`config.mk`:
```
export PLATFORM = sky130hd
export DESIGN_NAME = fsp_flash_ctrl
export DESIGN_NICKNAME = d
export VERILOG_FILES = /design/src/hdl/fsp_pkg.sv /design/src/hdl/fsp_link_if.sv /design/src/hdl/fsp_page_map.sv /design/src/hdl/fsp_boot_loader.sv /design/src/hdl/fsp_flash_ctrl.sv
export SDC_FILE = /design/constraint.sdc
export NUM_CORES = 1
export LEC_CHECK = 0
export CORE_AREA = 3 3 87 89
export CTS_CLUSTER_DIAMETER = 120
export DETAILED_ROUTE_END_ITERATION = 8
export DIE_AREA = 0 0 90 92
export DONT_BUFFER_PORTS = 1
export PLACE_DENSITY_LB_ADDON = 0.05
export SYNTH_ARGS = -nofsm -noshare
export SYNTH_HDL_FRONTEND = slang
export SYNTH_HIERARCHICAL = 1
export SYNTH_SLANG_ARGS = --single-unit
export TNS_END_PERCENT = 20
```
`constraint.sdc`:
```
create_clock -name mclk -period 2.6 [get_ports mclk]
set_input_delay 0.39 -clock mclk [delete_from_list [all_inputs] [get_ports mclk]]
set_output_delay 0.39 -clock mclk [all_outputs]
set_load 0.05 [all_outputs]
```
`src/hdl/fsp_pkg.sv`:
```
// Shared constants, types and decode helpers for the flash sequencer.
// Assumes a 14-bit byte address space and an 8-bit data path.
package fsp_pkg;

  localparam int ADDR_W = 14;
  localparam int DATA_W = 8;

  // Register and window addresses
  localparam logic [13:0] FLASH_OPTIONS_WORKING_ADDR     = 14'h0210;
  localparam logic [13:0] FLASH_OPTIONS_NONVOLATILE_ADDR = 14'h3FFC;
  localparam logic [13:0] FLASH_CONTROL_ADDR             = 14'h0211;
  localparam logic [13:0] PAGE_SELECT_ADDR               = 14'h001F;
  localparam logic [13:0] INDEXED_DATA_ADDR              = 14'h000E;
  localparam logic [13:0] WINDOW_LO_ADDR                 = 14'h00C0;
  localparam logic [13:0] WINDOW_HI_ADDR                 = 14'h00FF;
  localparam logic [13:0] FLASH_LO_ADDR                  = 14'h2000;
  localparam logic [13:0] FLASH_HI_ADDR                  = 14'h3FFF;

  // Field positions
  localparam int HIGH_VOLTAGE_ENABLE_BIT   = 3;
  localparam int MASS_ERASE_SELECT_BIT     = 2;
  localparam int PROGRAM_SELECT_BIT        = 0;
  localparam int SECURITY_DISABLE_CODE_BIT = 0;
  localparam logic [7:0] FLASH_CONTROL_MASK = 8'h0D;

  // Reset values
  localparam logic [7:0] FLASH_CONTROL_RST         = 8'h00;
  localparam logic [7:0] PAGE_SELECT_RST           = 8'h00;
  localparam logic [7:0] FLASH_OPTIONS_WORKING_RST = 8'h00;

  // Cycles the mode pin synchroniser needs before it is trusted
  localparam logic [1:0] BOOT_SYNC_CYCLES = 2'h3;

  typedef enum logic [1:0] {
    BOOT_SYNC = 2'b00,
    BOOT_READ = 2'b01,
    BOOT_CAPT = 2'b10,
    BOOT_DONE = 2'b11
  } fsp_boot_t;

  function automatic logic is_flash(input logic [13:0] a);
    is_flash = (a >= FLASH_LO_ADDR) && (a <= FLASH_HI_ADDR);
  endfunction

endpackage

```
`src/hdl/fsp_link_if.sv`:
```
// Carrier between the flash controller core, the page mapper and the
// option loader. All members share the controller's clock.
`timescale 1ns/100ps
interface fsp_link_if;
  logic [13:0] log_addr;
  logic [7:0]  page;
  logic [7:0]  index_x;
  logic [13:0] phys_addr;
  logic        idx_hit;
  logic        boot_rd;
  logic        boot_capture;
  logic        boot_done;
  logic        mode_normal;

  modport core (output log_addr, page, index_x,
                input  phys_addr, idx_hit, boot_rd, boot_capture,
                       boot_done, mode_normal);
  modport mapper (input log_addr, page, index_x,
                  output phys_addr, idx_hit);
  modport loader (output boot_rd, boot_capture, boot_done, mode_normal);
endinterface

```
`src/hdl/fsp_page_map.sv`:
```
// Combinational address translation for the paging window and the
// indexed-data location. Assumes the core registers its result.
`timescale 1ns/100ps
module fsp_page_map (
  fsp_link_if.mapper lk
);
  import fsp_pkg::*;

  function automatic logic [13:0] window_map(input logic [13:0] a,
                                             input logic [7:0]  pg);
    if (a >= WINDOW_LO_ADDR && a <= WINDOW_HI_ADDR) begin
      window_map = {pg, a[5:0]};
    end else begin
      window_map = a;
    end
  endfunction

  // Indexed location redirects to the address held in X, which may
  // itself land in the window; window hits never redirect again
  always_comb begin
    lk.idx_hit = (lk.log_addr == INDEXED_DATA_ADDR);
    if (lk.idx_hit) begin
      lk.phys_addr = window_map({6'h00, lk.index_x}, lk.page);
    end else begin
      lk.phys_addr = window_map(lk.log_addr, lk.page);
    end
  end

endmodule

```
`src/hdl/fsp_boot_loader.sv`:
```
// Reset-time sequencer: settles the mode pin, then asks the core for
// one read of the nonvolatile option byte and marks boot complete.
`timescale 1ns/100ps
module fsp_boot_loader (
  input  wire logic  mclk,
  input  wire logic  rst_n,
  input  wire logic  mode_select_pin,
  fsp_link_if.loader lk
);
  import fsp_pkg::*;

  fsp_boot_t  state_reg;
  fsp_boot_t  state_next;
  logic [2:0] mode_sync_reg;
  logic [1:0] wait_reg;
  logic       mode_normal_reg;
  logic       done_reg;

  always_ff @(posedge mclk or negedge rst_n) begin
    if (!rst_n) begin
      mode_sync_reg <= 3'h0;
    end else begin
      mode_sync_reg <= {mode_sync_reg[1:0], mode_select_pin};
    end
  end

  always_ff @(posedge mclk or negedge rst_n) begin
    if (!rst_n) begin
      wait_reg <= 2'h0;
    end else if (state_reg == BOOT_SYNC && wait_reg != BOOT_SYNC_CYCLES) begin
      wait_reg <= wait_reg + 2'h1;
    end
  end

  always_comb begin
    state_next = state_reg;
    unique case (state_reg)
      BOOT_SYNC: begin
        if (wait_reg == BOOT_SYNC_CYCLES &&
            mode_sync_reg[1] == mode_sync_reg[2]) begin
          state_next = BOOT_READ;
        end
      end
      BOOT_READ: state_next = BOOT_CAPT;
      BOOT_CAPT: state_next = BOOT_DONE;
      BOOT_DONE: state_next = BOOT_DONE;
    endcase
  end

  always_ff @(posedge mclk or negedge rst_n) begin
    if (!rst_n) begin
      state_reg <= BOOT_SYNC;
    end else begin
      state_reg <= state_next;
    end
  end

  // Boot complete kept in its own flop so the top output is registered
  always_ff @(posedge mclk or negedge rst_n) begin
    if (!rst_n) begin
      done_reg <= 1'b0;
    end else begin
      done_reg <= (state_next == BOOT_DONE);
    end
  end

  // High pin during reset means normal operating mode
  always_ff @(posedge mclk or negedge rst_n) begin
    if (!rst_n) begin
      mode_normal_reg <= 1'b0;
    end else if (state_reg == BOOT_READ) begin
      mode_normal_reg <= mode_sync_reg[2];
    end
  end

  assign lk.boot_rd      = (state_reg == BOOT_READ);
  assign lk.boot_capture = (state_reg == BOOT_CAPT);
  assign lk.boot_done    = done_reg;
  assign lk.mode_normal  = mode_normal_reg;

endmodule

```
`src/hdl/fsp_flash_ctrl.sv`:
```
// Flash control core: control and paging registers, option byte load,
// security gating and address translation for the CPU and debug paths.
// Assumes one access per cycle, rd and wr never together, and memory
// that answers mem_rd combinationally in the cycle it is presented.
//
// Functional notes
// - Only RAM code or debug commands may program or erase flash.
// - Secure flash reads via debug path or with pin enable return zero.
// - Every reset copies the option byte into the working options register.
// - Security code 1 is unsecure; 0 secures the part from next reset.
// - Only mass erase then reset removes security; part then boots unsecure.
// - Normal mode boot while secured clears pin enable, blocks debug traffic.
// - Options register bits 7 to 1 read zero; bit 0 is security code.
// - Options register is read-only; writes are ignored.
// - High voltage enable sets only after program or mass select and latch.
// - Control bit 2 selects mass erase, read and write.
// - Program select and mass select are never both one.
// - While secured, writes to program select have no effect.
// - A 64-byte window is redirected to the page-selected block.
// - Page bits form address 13:6, window offset forms address 5:0.
// - Page zero reaches 0x00-0x3F, including the page select register.
// - Direct access to 0x000E goes to the location held in X.
`timescale 1ns/100ps
module fsp_flash_ctrl (
  input  wire logic                          mclk,
  input  wire logic                          rst_n,
  input  wire logic                          mode_select_pin,
  input  wire logic [fsp_pkg::ADDR_W-1:0]    bus_addr,
  input  wire logic                          bus_rd,
  input  wire logic                          bus_wr,
  input  wire logic [fsp_pkg::DATA_W-1:0]    bus_wdata,
  input  wire logic                          bus_debug,
  input  wire logic                          bus_fetch_flash,
  input  wire logic [fsp_pkg::DATA_W-1:0]    index_x,
  input  wire logic [fsp_pkg::DATA_W-1:0]    mem_rdata,
  input  wire logic                          dbg_pe_wr,
  input  wire logic                          dbg_pe_wdata,
  output logic      [fsp_pkg::DATA_W-1:0]    bus_rdata,
  output logic                               bus_rvalid,
  output logic      [fsp_pkg::ADDR_W-1:0]    mem_addr,
  output logic                               mem_rd,
  output logic                               mem_wr,
  output logic      [fsp_pkg::DATA_W-1:0]    mem_wdata,
  output logic                               high_voltage_enable,
  output logic                               mass_erase_select,
  output logic                               program_select,
  output logic                               security_engaged,
  output logic                               debug_pin_enable,
  output logic                               debug_blocked,
  output logic                               boot_done
);
  import fsp_pkg::*;

  localparam int HV = HIGH_VOLTAGE_ENABLE_BIT;
  localparam int ME = MASS_ERASE_SELECT_BIT;
  localparam int PS = PROGRAM_SELECT_BIT;
  localparam int SC = SECURITY_DISABLE_CODE_BIT;

  fsp_link_if lk ();

  fsp_page_map u_map (
    .lk (lk)
  );

  fsp_boot_loader u_boot (
    .mclk            (mclk),
    .rst_n           (rst_n),
    .mode_select_pin (mode_select_pin),
    .lk              (lk)
  );

  logic [7:0]  flash_control_reg;
  logic [7:0]  flash_control_next;
  logic [7:0]  page_select_reg;
  logic [7:0]  flash_options_working_reg;
  logic        security_engaged_reg;
  logic        debug_pin_enable_reg;
  logic        debug_blocked_reg;
  logic        armed_reg;
  logic        armed_next;
  logic [13:0] mem_addr_reg;
  logic        mem_rd_reg;
  logic        mem_wr_reg;
  logic [7:0]  mem_wdata_reg;
  logic        rd_pend_reg;
  logic        rd_zero_reg;
  logic        rd_local_reg;
  logic [7:0]  local_data_reg;
  logic [7:0]  bus_rdata_reg;
  logic        bus_rvalid_reg;

  logic [13:0] phys;
  logic        hit_fc;
  logic        hit_ps;
  logic        hit_opt;
  logic        hit_local;
  logic        hit_flash;
  logic        req_ok;
  logic        rd_block;
  logic        flash_wr_ok;
  logic        flash_wr_acc;
  logic        fc_wr;
  logic        ps_wr;
  logic        mass_w;
  logic        pgm_w;
  logic [7:0]  local_data;

  assign lk.log_addr = bus_addr;
  assign lk.page     = page_select_reg;
  assign lk.index_x  = index_x;

  // Request decode on the translated address
  always_comb begin
    phys      = lk.phys_addr;
    hit_fc    = (phys == FLASH_CONTROL_ADDR);
    hit_ps    = (phys == PAGE_SELECT_ADDR);
    hit_opt   = (phys == FLASH_OPTIONS_WORKING_ADDR);
    hit_local = hit_fc | hit_ps | hit_opt;
    hit_flash = is_flash(phys);
    req_ok    = lk.boot_done & ~(bus_debug & debug_blocked_reg);
    rd_block  = hit_flash & security_engaged_reg &
                (bus_debug | debug_pin_enable_reg);
    flash_wr_ok = (flash_control_reg[PS] | flash_control_reg[ME]) &
                  ~bus_fetch_flash;
    flash_wr_acc = req_ok & bus_wr & hit_flash & flash_wr_ok;
    fc_wr     = req_ok & bus_wr & hit_fc & ~bus_fetch_flash;
    ps_wr     = req_ok & bus_wr & hit_ps;
  end

  // Control register update; no delay is timed here
  always_comb begin
    flash_control_next = flash_control_reg;
    mass_w = bus_wdata[ME];
    pgm_w  = security_engaged_reg ? flash_control_reg[PS]
                                  : bus_wdata[PS];
    if (fc_wr) begin
      if (!(mass_w && pgm_w)) begin
        flash_control_next[ME] = mass_w;
        flash_control_next[PS] = pgm_w;
      end
      flash_control_next[HV] = bus_wdata[HV] &
        (flash_control_reg[HV] |
         ((flash_control_reg[PS] | flash_control_reg[ME]) &
          armed_reg));
    end
  end

  always_ff @(posedge mclk or negedge rst_n) begin
    if (!rst_n) begin
      flash_control_reg <= FLASH_CONTROL_RST;
    end else begin
      flash_control_reg <= flash_control_next & FLASH_CONTROL_MASK;
    end
  end

  // Latch write seen since select was raised; a new latch wins
  always_comb begin
    armed_next = flash_wr_acc |
                 (armed_reg & (flash_control_next[PS] |
                               flash_control_next[ME]));
  end

  always_ff @(posedge mclk or negedge rst_n) begin
    if (!rst_n) begin
      armed_reg <= 1'b0;
    end else begin
      armed_reg <= armed_next;
    end
  end

  always_ff @(posedge mclk or negedge rst_n) begin
    if (!rst_n) begin
      page_select_reg <= PAGE_SELECT_RST;
    end else if (ps_wr) begin
      page_select_reg <= bus_wdata;
    end
  end

  // Option byte load; writes to the options register never land here
  always_ff @(posedge mclk or negedge rst_n) begin
    if (!rst_n) begin
      flash_options_working_reg <= FLASH_OPTIONS_WORKING_RST;
      security_engaged_reg      <= 1'b1;
      debug_blocked_reg         <= 1'b0;
    end else if (lk.boot_capture) begin
      flash_options_working_reg <= {7'h00, mem_rdata[SC]};
      security_engaged_reg      <= ~mem_rdata[SC];
      debug_blocked_reg         <= lk.mode_normal & ~mem_rdata[SC];
    end
  end

  always_ff @(posedge mclk or negedge rst_n) begin
    if (!rst_n) begin
      debug_pin_enable_reg <= 1'b0;
    end else if (lk.boot_capture) begin
      debug_pin_enable_reg <= ~(lk.mode_normal & ~mem_rdata[SC]);
    end else if (dbg_pe_wr && lk.boot_done && !debug_blocked_reg) begin
      debug_pin_enable_reg <= dbg_pe_wdata;
    end
  end

  // Memory port: option byte fetch during boot, translated traffic after
  always_ff @(posedge mclk or negedge rst_n) begin
    if (!rst_n) begin
      mem_addr_reg  <= 14'h0000;
      mem_rd_reg    <= 1'b0;
      mem_wr_reg    <= 1'b0;
      mem_wdata_reg <= 8'h00;
    end else if (!lk.boot_done) begin
      mem_addr_reg  <= FLASH_OPTIONS_NONVOLATILE_ADDR;
      mem_rd_reg    <= lk.boot_rd;
      mem_wr_reg    <= 1'b0;
    end else begin
      mem_addr_reg  <= phys;
      mem_rd_reg    <= bus_rd & req_ok & ~hit_local & ~rd_block;
      mem_wr_reg    <= bus_wr & req_ok & ~hit_local &
                       (~hit_flash | flash_wr_ok);
      mem_wdata_reg <= bus_wdata;
    end
  end

  always_comb begin
    local_data = 8'h00;
    if (hit_fc) begin
      local_data = flash_control_reg & FLASH_CONTROL_MASK;
    end else if (hit_ps) begin
      local_data = page_select_reg;
    end else if (hit_opt) begin
      local_data = flash_options_working_reg;
    end
  end

  // Read answer two edges after the request
  always_ff @(posedge mclk or negedge rst_n) begin
    if (!rst_n) begin
      rd_pend_reg    <= 1'b0;
      rd_zero_reg    <= 1'b0;
      rd_local_reg   <= 1'b0;
      local_data_reg <= 8'h00;
    end else begin
      rd_pend_reg    <= bus_rd & lk.boot_done;
      rd_zero_reg    <= rd_block | (bus_debug & debug_blocked_reg);
      rd_local_reg   <= hit_local;
      local_data_reg <= local_data;
    end
  end

  always_ff @(posedge mclk or negedge rst_n) begin
    if (!rst_n) begin
      bus_rvalid_reg <= 1'b0;
      bus_rdata_reg  <= 8'h00;
    end else begin
      bus_rvalid_reg <= rd_pend_reg;
      if (!rd_pend_reg || rd_zero_reg) begin
        bus_rdata_reg <= 8'h00;
      end else if (rd_local_reg) begin
        bus_rdata_reg <= local_data_reg;
      end else begin
        bus_rdata_reg <= mem_rdata;
      end
    end
  end

  assign bus_rdata           = bus_rdata_reg;
  assign bus_rvalid          = bus_rvalid_reg;
  assign mem_addr            = mem_addr_reg;
  assign mem_rd              = mem_rd_reg;
  assign mem_wr              = mem_wr_reg;
  assign mem_wdata           = mem_wdata_reg;
  assign high_voltage_enable = flash_control_reg[HV];
  assign mass_erase_select   = flash_control_reg[ME];
  assign program_select      = flash_control_reg[PS];
  assign security_engaged    = security_engaged_reg;
  assign debug_pin_enable    = debug_pin_enable_reg;
  assign debug_blocked       = debug_blocked_reg;
  assign boot_done           = lk.boot_done;

  opt_frozen_a: assert property (@(posedge mclk) disable iff (!rst_n)
    lk.boot_done |=> $stable(flash_options_working_reg))
    else $error("options register changed after boot");

  opt_unused_a: assert property (@(posedge mclk) disable iff (!rst_n)
    flash_options_working_reg[7:1] == 7'h00)
    else $error("unused option bits not zero");

  select_excl_a: assert property (@(posedge mclk) disable iff (!rst_n)
    !(flash_control_reg[PS] && flash_control_reg[ME]))
    else $error("program and mass select both set");

  pgm_secure_a: assert property (@(posedge mclk) disable iff (!rst_n)
    (security_engaged_reg && fc_wr) |=> $stable(flash_control_reg[PS]))
    else $error("program select changed while secure");

  hv_guard_a: assert property (@(posedge mclk) disable iff (!rst_n)
    $rose(flash_control_reg[HV]) |->
      $past(armed_reg) &&
      ($past(flash_control_reg[PS]) || $past(flash_control_reg[ME])))
    else $error("high voltage set without armed select");

  secure_read_a: assert property (@(posedge mclk) disable iff (!rst_n)
    (lk.boot_done && bus_rd && rd_block) |=>
      !mem_rd_reg ##1 (bus_rvalid_reg && bus_rdata_reg == 8'h00))
    else $error("secure flash read not blocked");

  flash_fetch_a: assert property (@(posedge mclk) disable iff (!rst_n)
    (lk.boot_done && bus_wr && bus_fetch_flash && hit_flash) |=>
      !mem_wr_reg && $stable(flash_control_reg))
    else $error("flash-resident code reached the array");

  boot_load_a: assert property (@(posedge mclk) disable iff (!rst_n)
    lk.boot_capture |->
      mem_rd_reg && mem_addr_reg == FLASH_OPTIONS_NONVOLATILE_ADDR ##1
      flash_options_working_reg == {7'h00, $past(mem_rdata[SC])})
    else $error("option byte not copied at boot");

  normal_lock_a: assert property (@(posedge mclk) disable iff (!rst_n)
    (lk.boot_capture && lk.mode_normal && !mem_rdata[SC]) |=>
      debug_blocked_reg && !debug_pin_enable_reg && security_engaged_reg)
    else $error("secured normal boot left debug open");

  indexed_map_a: assert property (@(posedge mclk) disable iff (!rst_n)
    (lk.boot_done && bus_rd && bus_addr == INDEXED_DATA_ADDR &&
     index_x < 8'hC0) |=> mem_addr_reg == {6'h00, $past(index_x)})
    else $error("indexed location not redirected through X");

endmodule

```
==> out/qor.yml <==
status: "completed"
slew_viol_final: 0
arrival_ns: 2.61
htreeDepth: 3
fillers: 615
min_period_ns: 2.39
vias: 2002
whs_path_depth: 0
syn-cell-area_um2: 3080
die_area_um2: 8280
wl_per_cell_um: 18.1
postPlaceCellArea_um2: 3320
final_cell_count_no_fill: 371
tightest_slew_ns: 0.643
final_area_um2: 3560
io_pins: 87
critPathMaxFanout: 8
ant_nets: 0
grt_pass1_wl_um: 11100
p_total_mw: 2.39
setup_viol: 0
clk_path_buf_depth: 2
grt_max_degree: 70
yosysWarningCount: 6
nets: 318
num_antenna_cells: 0
p_per_area_nw_per_um2: 672
max_freq_mhz: 419
top_layer_used: "met4"
grt_pass1_vias: 2150
area_delta_synth_final_pct: 15.5
port_buffers: 0
cts.repair.resized: 0
cts.sinks: 69
synth_cells: 245
clkLatencyLatePin_ns: 0.34
drive_gt1_share_pct: 23.6
num_rows: 30
avgSynthCellArea_um2: 12.6
drtPass1Iterations: 4
startpoint_type: "input port"
routed-wl-met2_um: 3240
place_hpwl_um: 5090
die_y_um: 92
cts_buffers: 9
overflow: 0
grt_use_total_pct: 17.2
initial_core_util_pct: 45.1
final_hold_viol_count: 0
worst_setup_path_end_kind: "flip-flop"
largest_register_ffs: 14
root_buffer: "clkbuf_8"
vdd_drop_max_mv: 0.429
criticalPathCategory: "in2reg"
place_inst: 353
slew_headroom_pct: 57.1
drt-initial-drc-count: 105
wl_met3_um: 471
crit_required_ns: 2.82
clk_pin_slew_worst_paths_ns: 0.07
timing.final.crit_share_pct: 91.8
cts_tree: "built"
gp_congestion: 0.848
rsz0062_at_grt: "no"
finClkSkew_ns: 0.00659
drt-vias-per-instance: 5.40
design.core.area_um2: 6830
p_leak_nw: 1.59
r2r_cells: 6
antenna_found_initial: 0
die_w_um: 90
drv_cap: 0
min_path_type: "in2reg"
post_cts_buffers: 0
synth_fp_nets: 293
routed_wl_um: 6730
route.detailed.drc: 0
wl_met1_um: 2920
metal layers:
| metal | GRT usage (%) | up-vias |
|---|---|---|
| met3 | 6.56 | 10 |
| met4 | 5.10 | 0 |
| met1 | 21.6 | 982 |
| li1 | - | 938 |
| met2 | 27.9 | 72 |
| met5 | 0 | - |
cells in the final DEF (no fill, tap or decap), drive strengths merged, types with 2 or more instances in the layout:
cell type / count
o22ai: 2
mux2: 23
o211ai: 2
and4b: 2
a21boi: 2
nand4: 2
dfrtp: 68
and2: 10
a22o: 2
nor2: 14
or4b: 2
clkbuf: 10
and4: 2
o21ai: 8
nor4: 4
nor3: 2
a21o: 3
nand2: 6
or2: 2
nand3: 9
nor2b: 5
buf: 23
inv: 8
clkinv: 3
nand2b: 14
mux2i: 9
a41oi: 7
a31oi: 2
a21oi: 5
and3b: 2
worst paths after layout:
kind                                                     end                              start  slack (ns)
setup / recovery                      lk.page[0]$_DFFE_PN0P_                        bus_addr[8]        0.21
hold / removal             u_boot/mode_sync_reg[0]$_DFF_PN0_                    mode_select_pin        0.08
setup reg to reg                      lk.page[0]$_DFFE_PN0P_             lk.page[6]$_DFFE_PN0P_        0.25
hold reg to reg            u_boot/mode_sync_reg[1]$_DFF_PN0_  u_boot/mode_sync_reg[0]$_DFF_PN0_        0.35
max in group asynchronous       security_engaged$_DFFE_PN1P_                              rst_n        1.70
min in group asynchronous              mem_addr[1]$_DFF_PN0_                              rst_n        0.60
repair_timing:
item,CTS,global route
hold buffers,2,0
hold endpoints to repair,69,0
setup endpoints to repair,0,0
layout make-up:
class,count,area (um2),area share (%)
clock buffers,10,138,3.87
clock inverters,6,61.3,1.72
inverters,7,26.3,0.738
multi-input cells,159,1280,36.0
flip-flops and latches,69,1730,48.6
well taps,96,120,3.38
repair buffers,24,203,5.70
per-stage QoR:
| step | setup slack (ns) | hold slack (ns) | util (%) | setup TNS (ns) |
|---|---|---|---|---|
| after floorplan | -0.130 | 0.0944 | - | -1.42 |
| after global placement | -0.147 | 0.0962 | 48.6 | -1.58 |
| after detailed placement | -0.122 | 0.0963 | 48.6 | -1.35 |
| after CTS | 0.231 | 0.0610 | 52.1 | 0 |
| after global routing | 0.0628 | 0.0562 | 52.1 | 0 |
| final | 0.213 | 0.0763 | 52.1 | 0 |
worst max-delay path, stage by stage:
cell and delay (ns):
nor4_4 0.29, buf_4 0.20, nand2_1 0.05, o32a_1 0.34
or4b_4 0.57, nor4_4 0.24, nand2_4 0.18, mux2_4 0.33
power breakdown:
| group | total [mW] | internal [mW] | leakage, nW | switching (mW) |
|---|---|---|---|---|
| Sequential | 1.35 | 1.14 | 0.856 | 0.211 |
| Combinational | 0.171 | 0.0818 | 0.629 | 0.0890 |
| Clock | 0.874 | 0.467 | 0.102 | 0.406 |
| Total | 2.39 | 1.68 | 1.59 | 0.706 |
(Power assumes the default switching activity.)
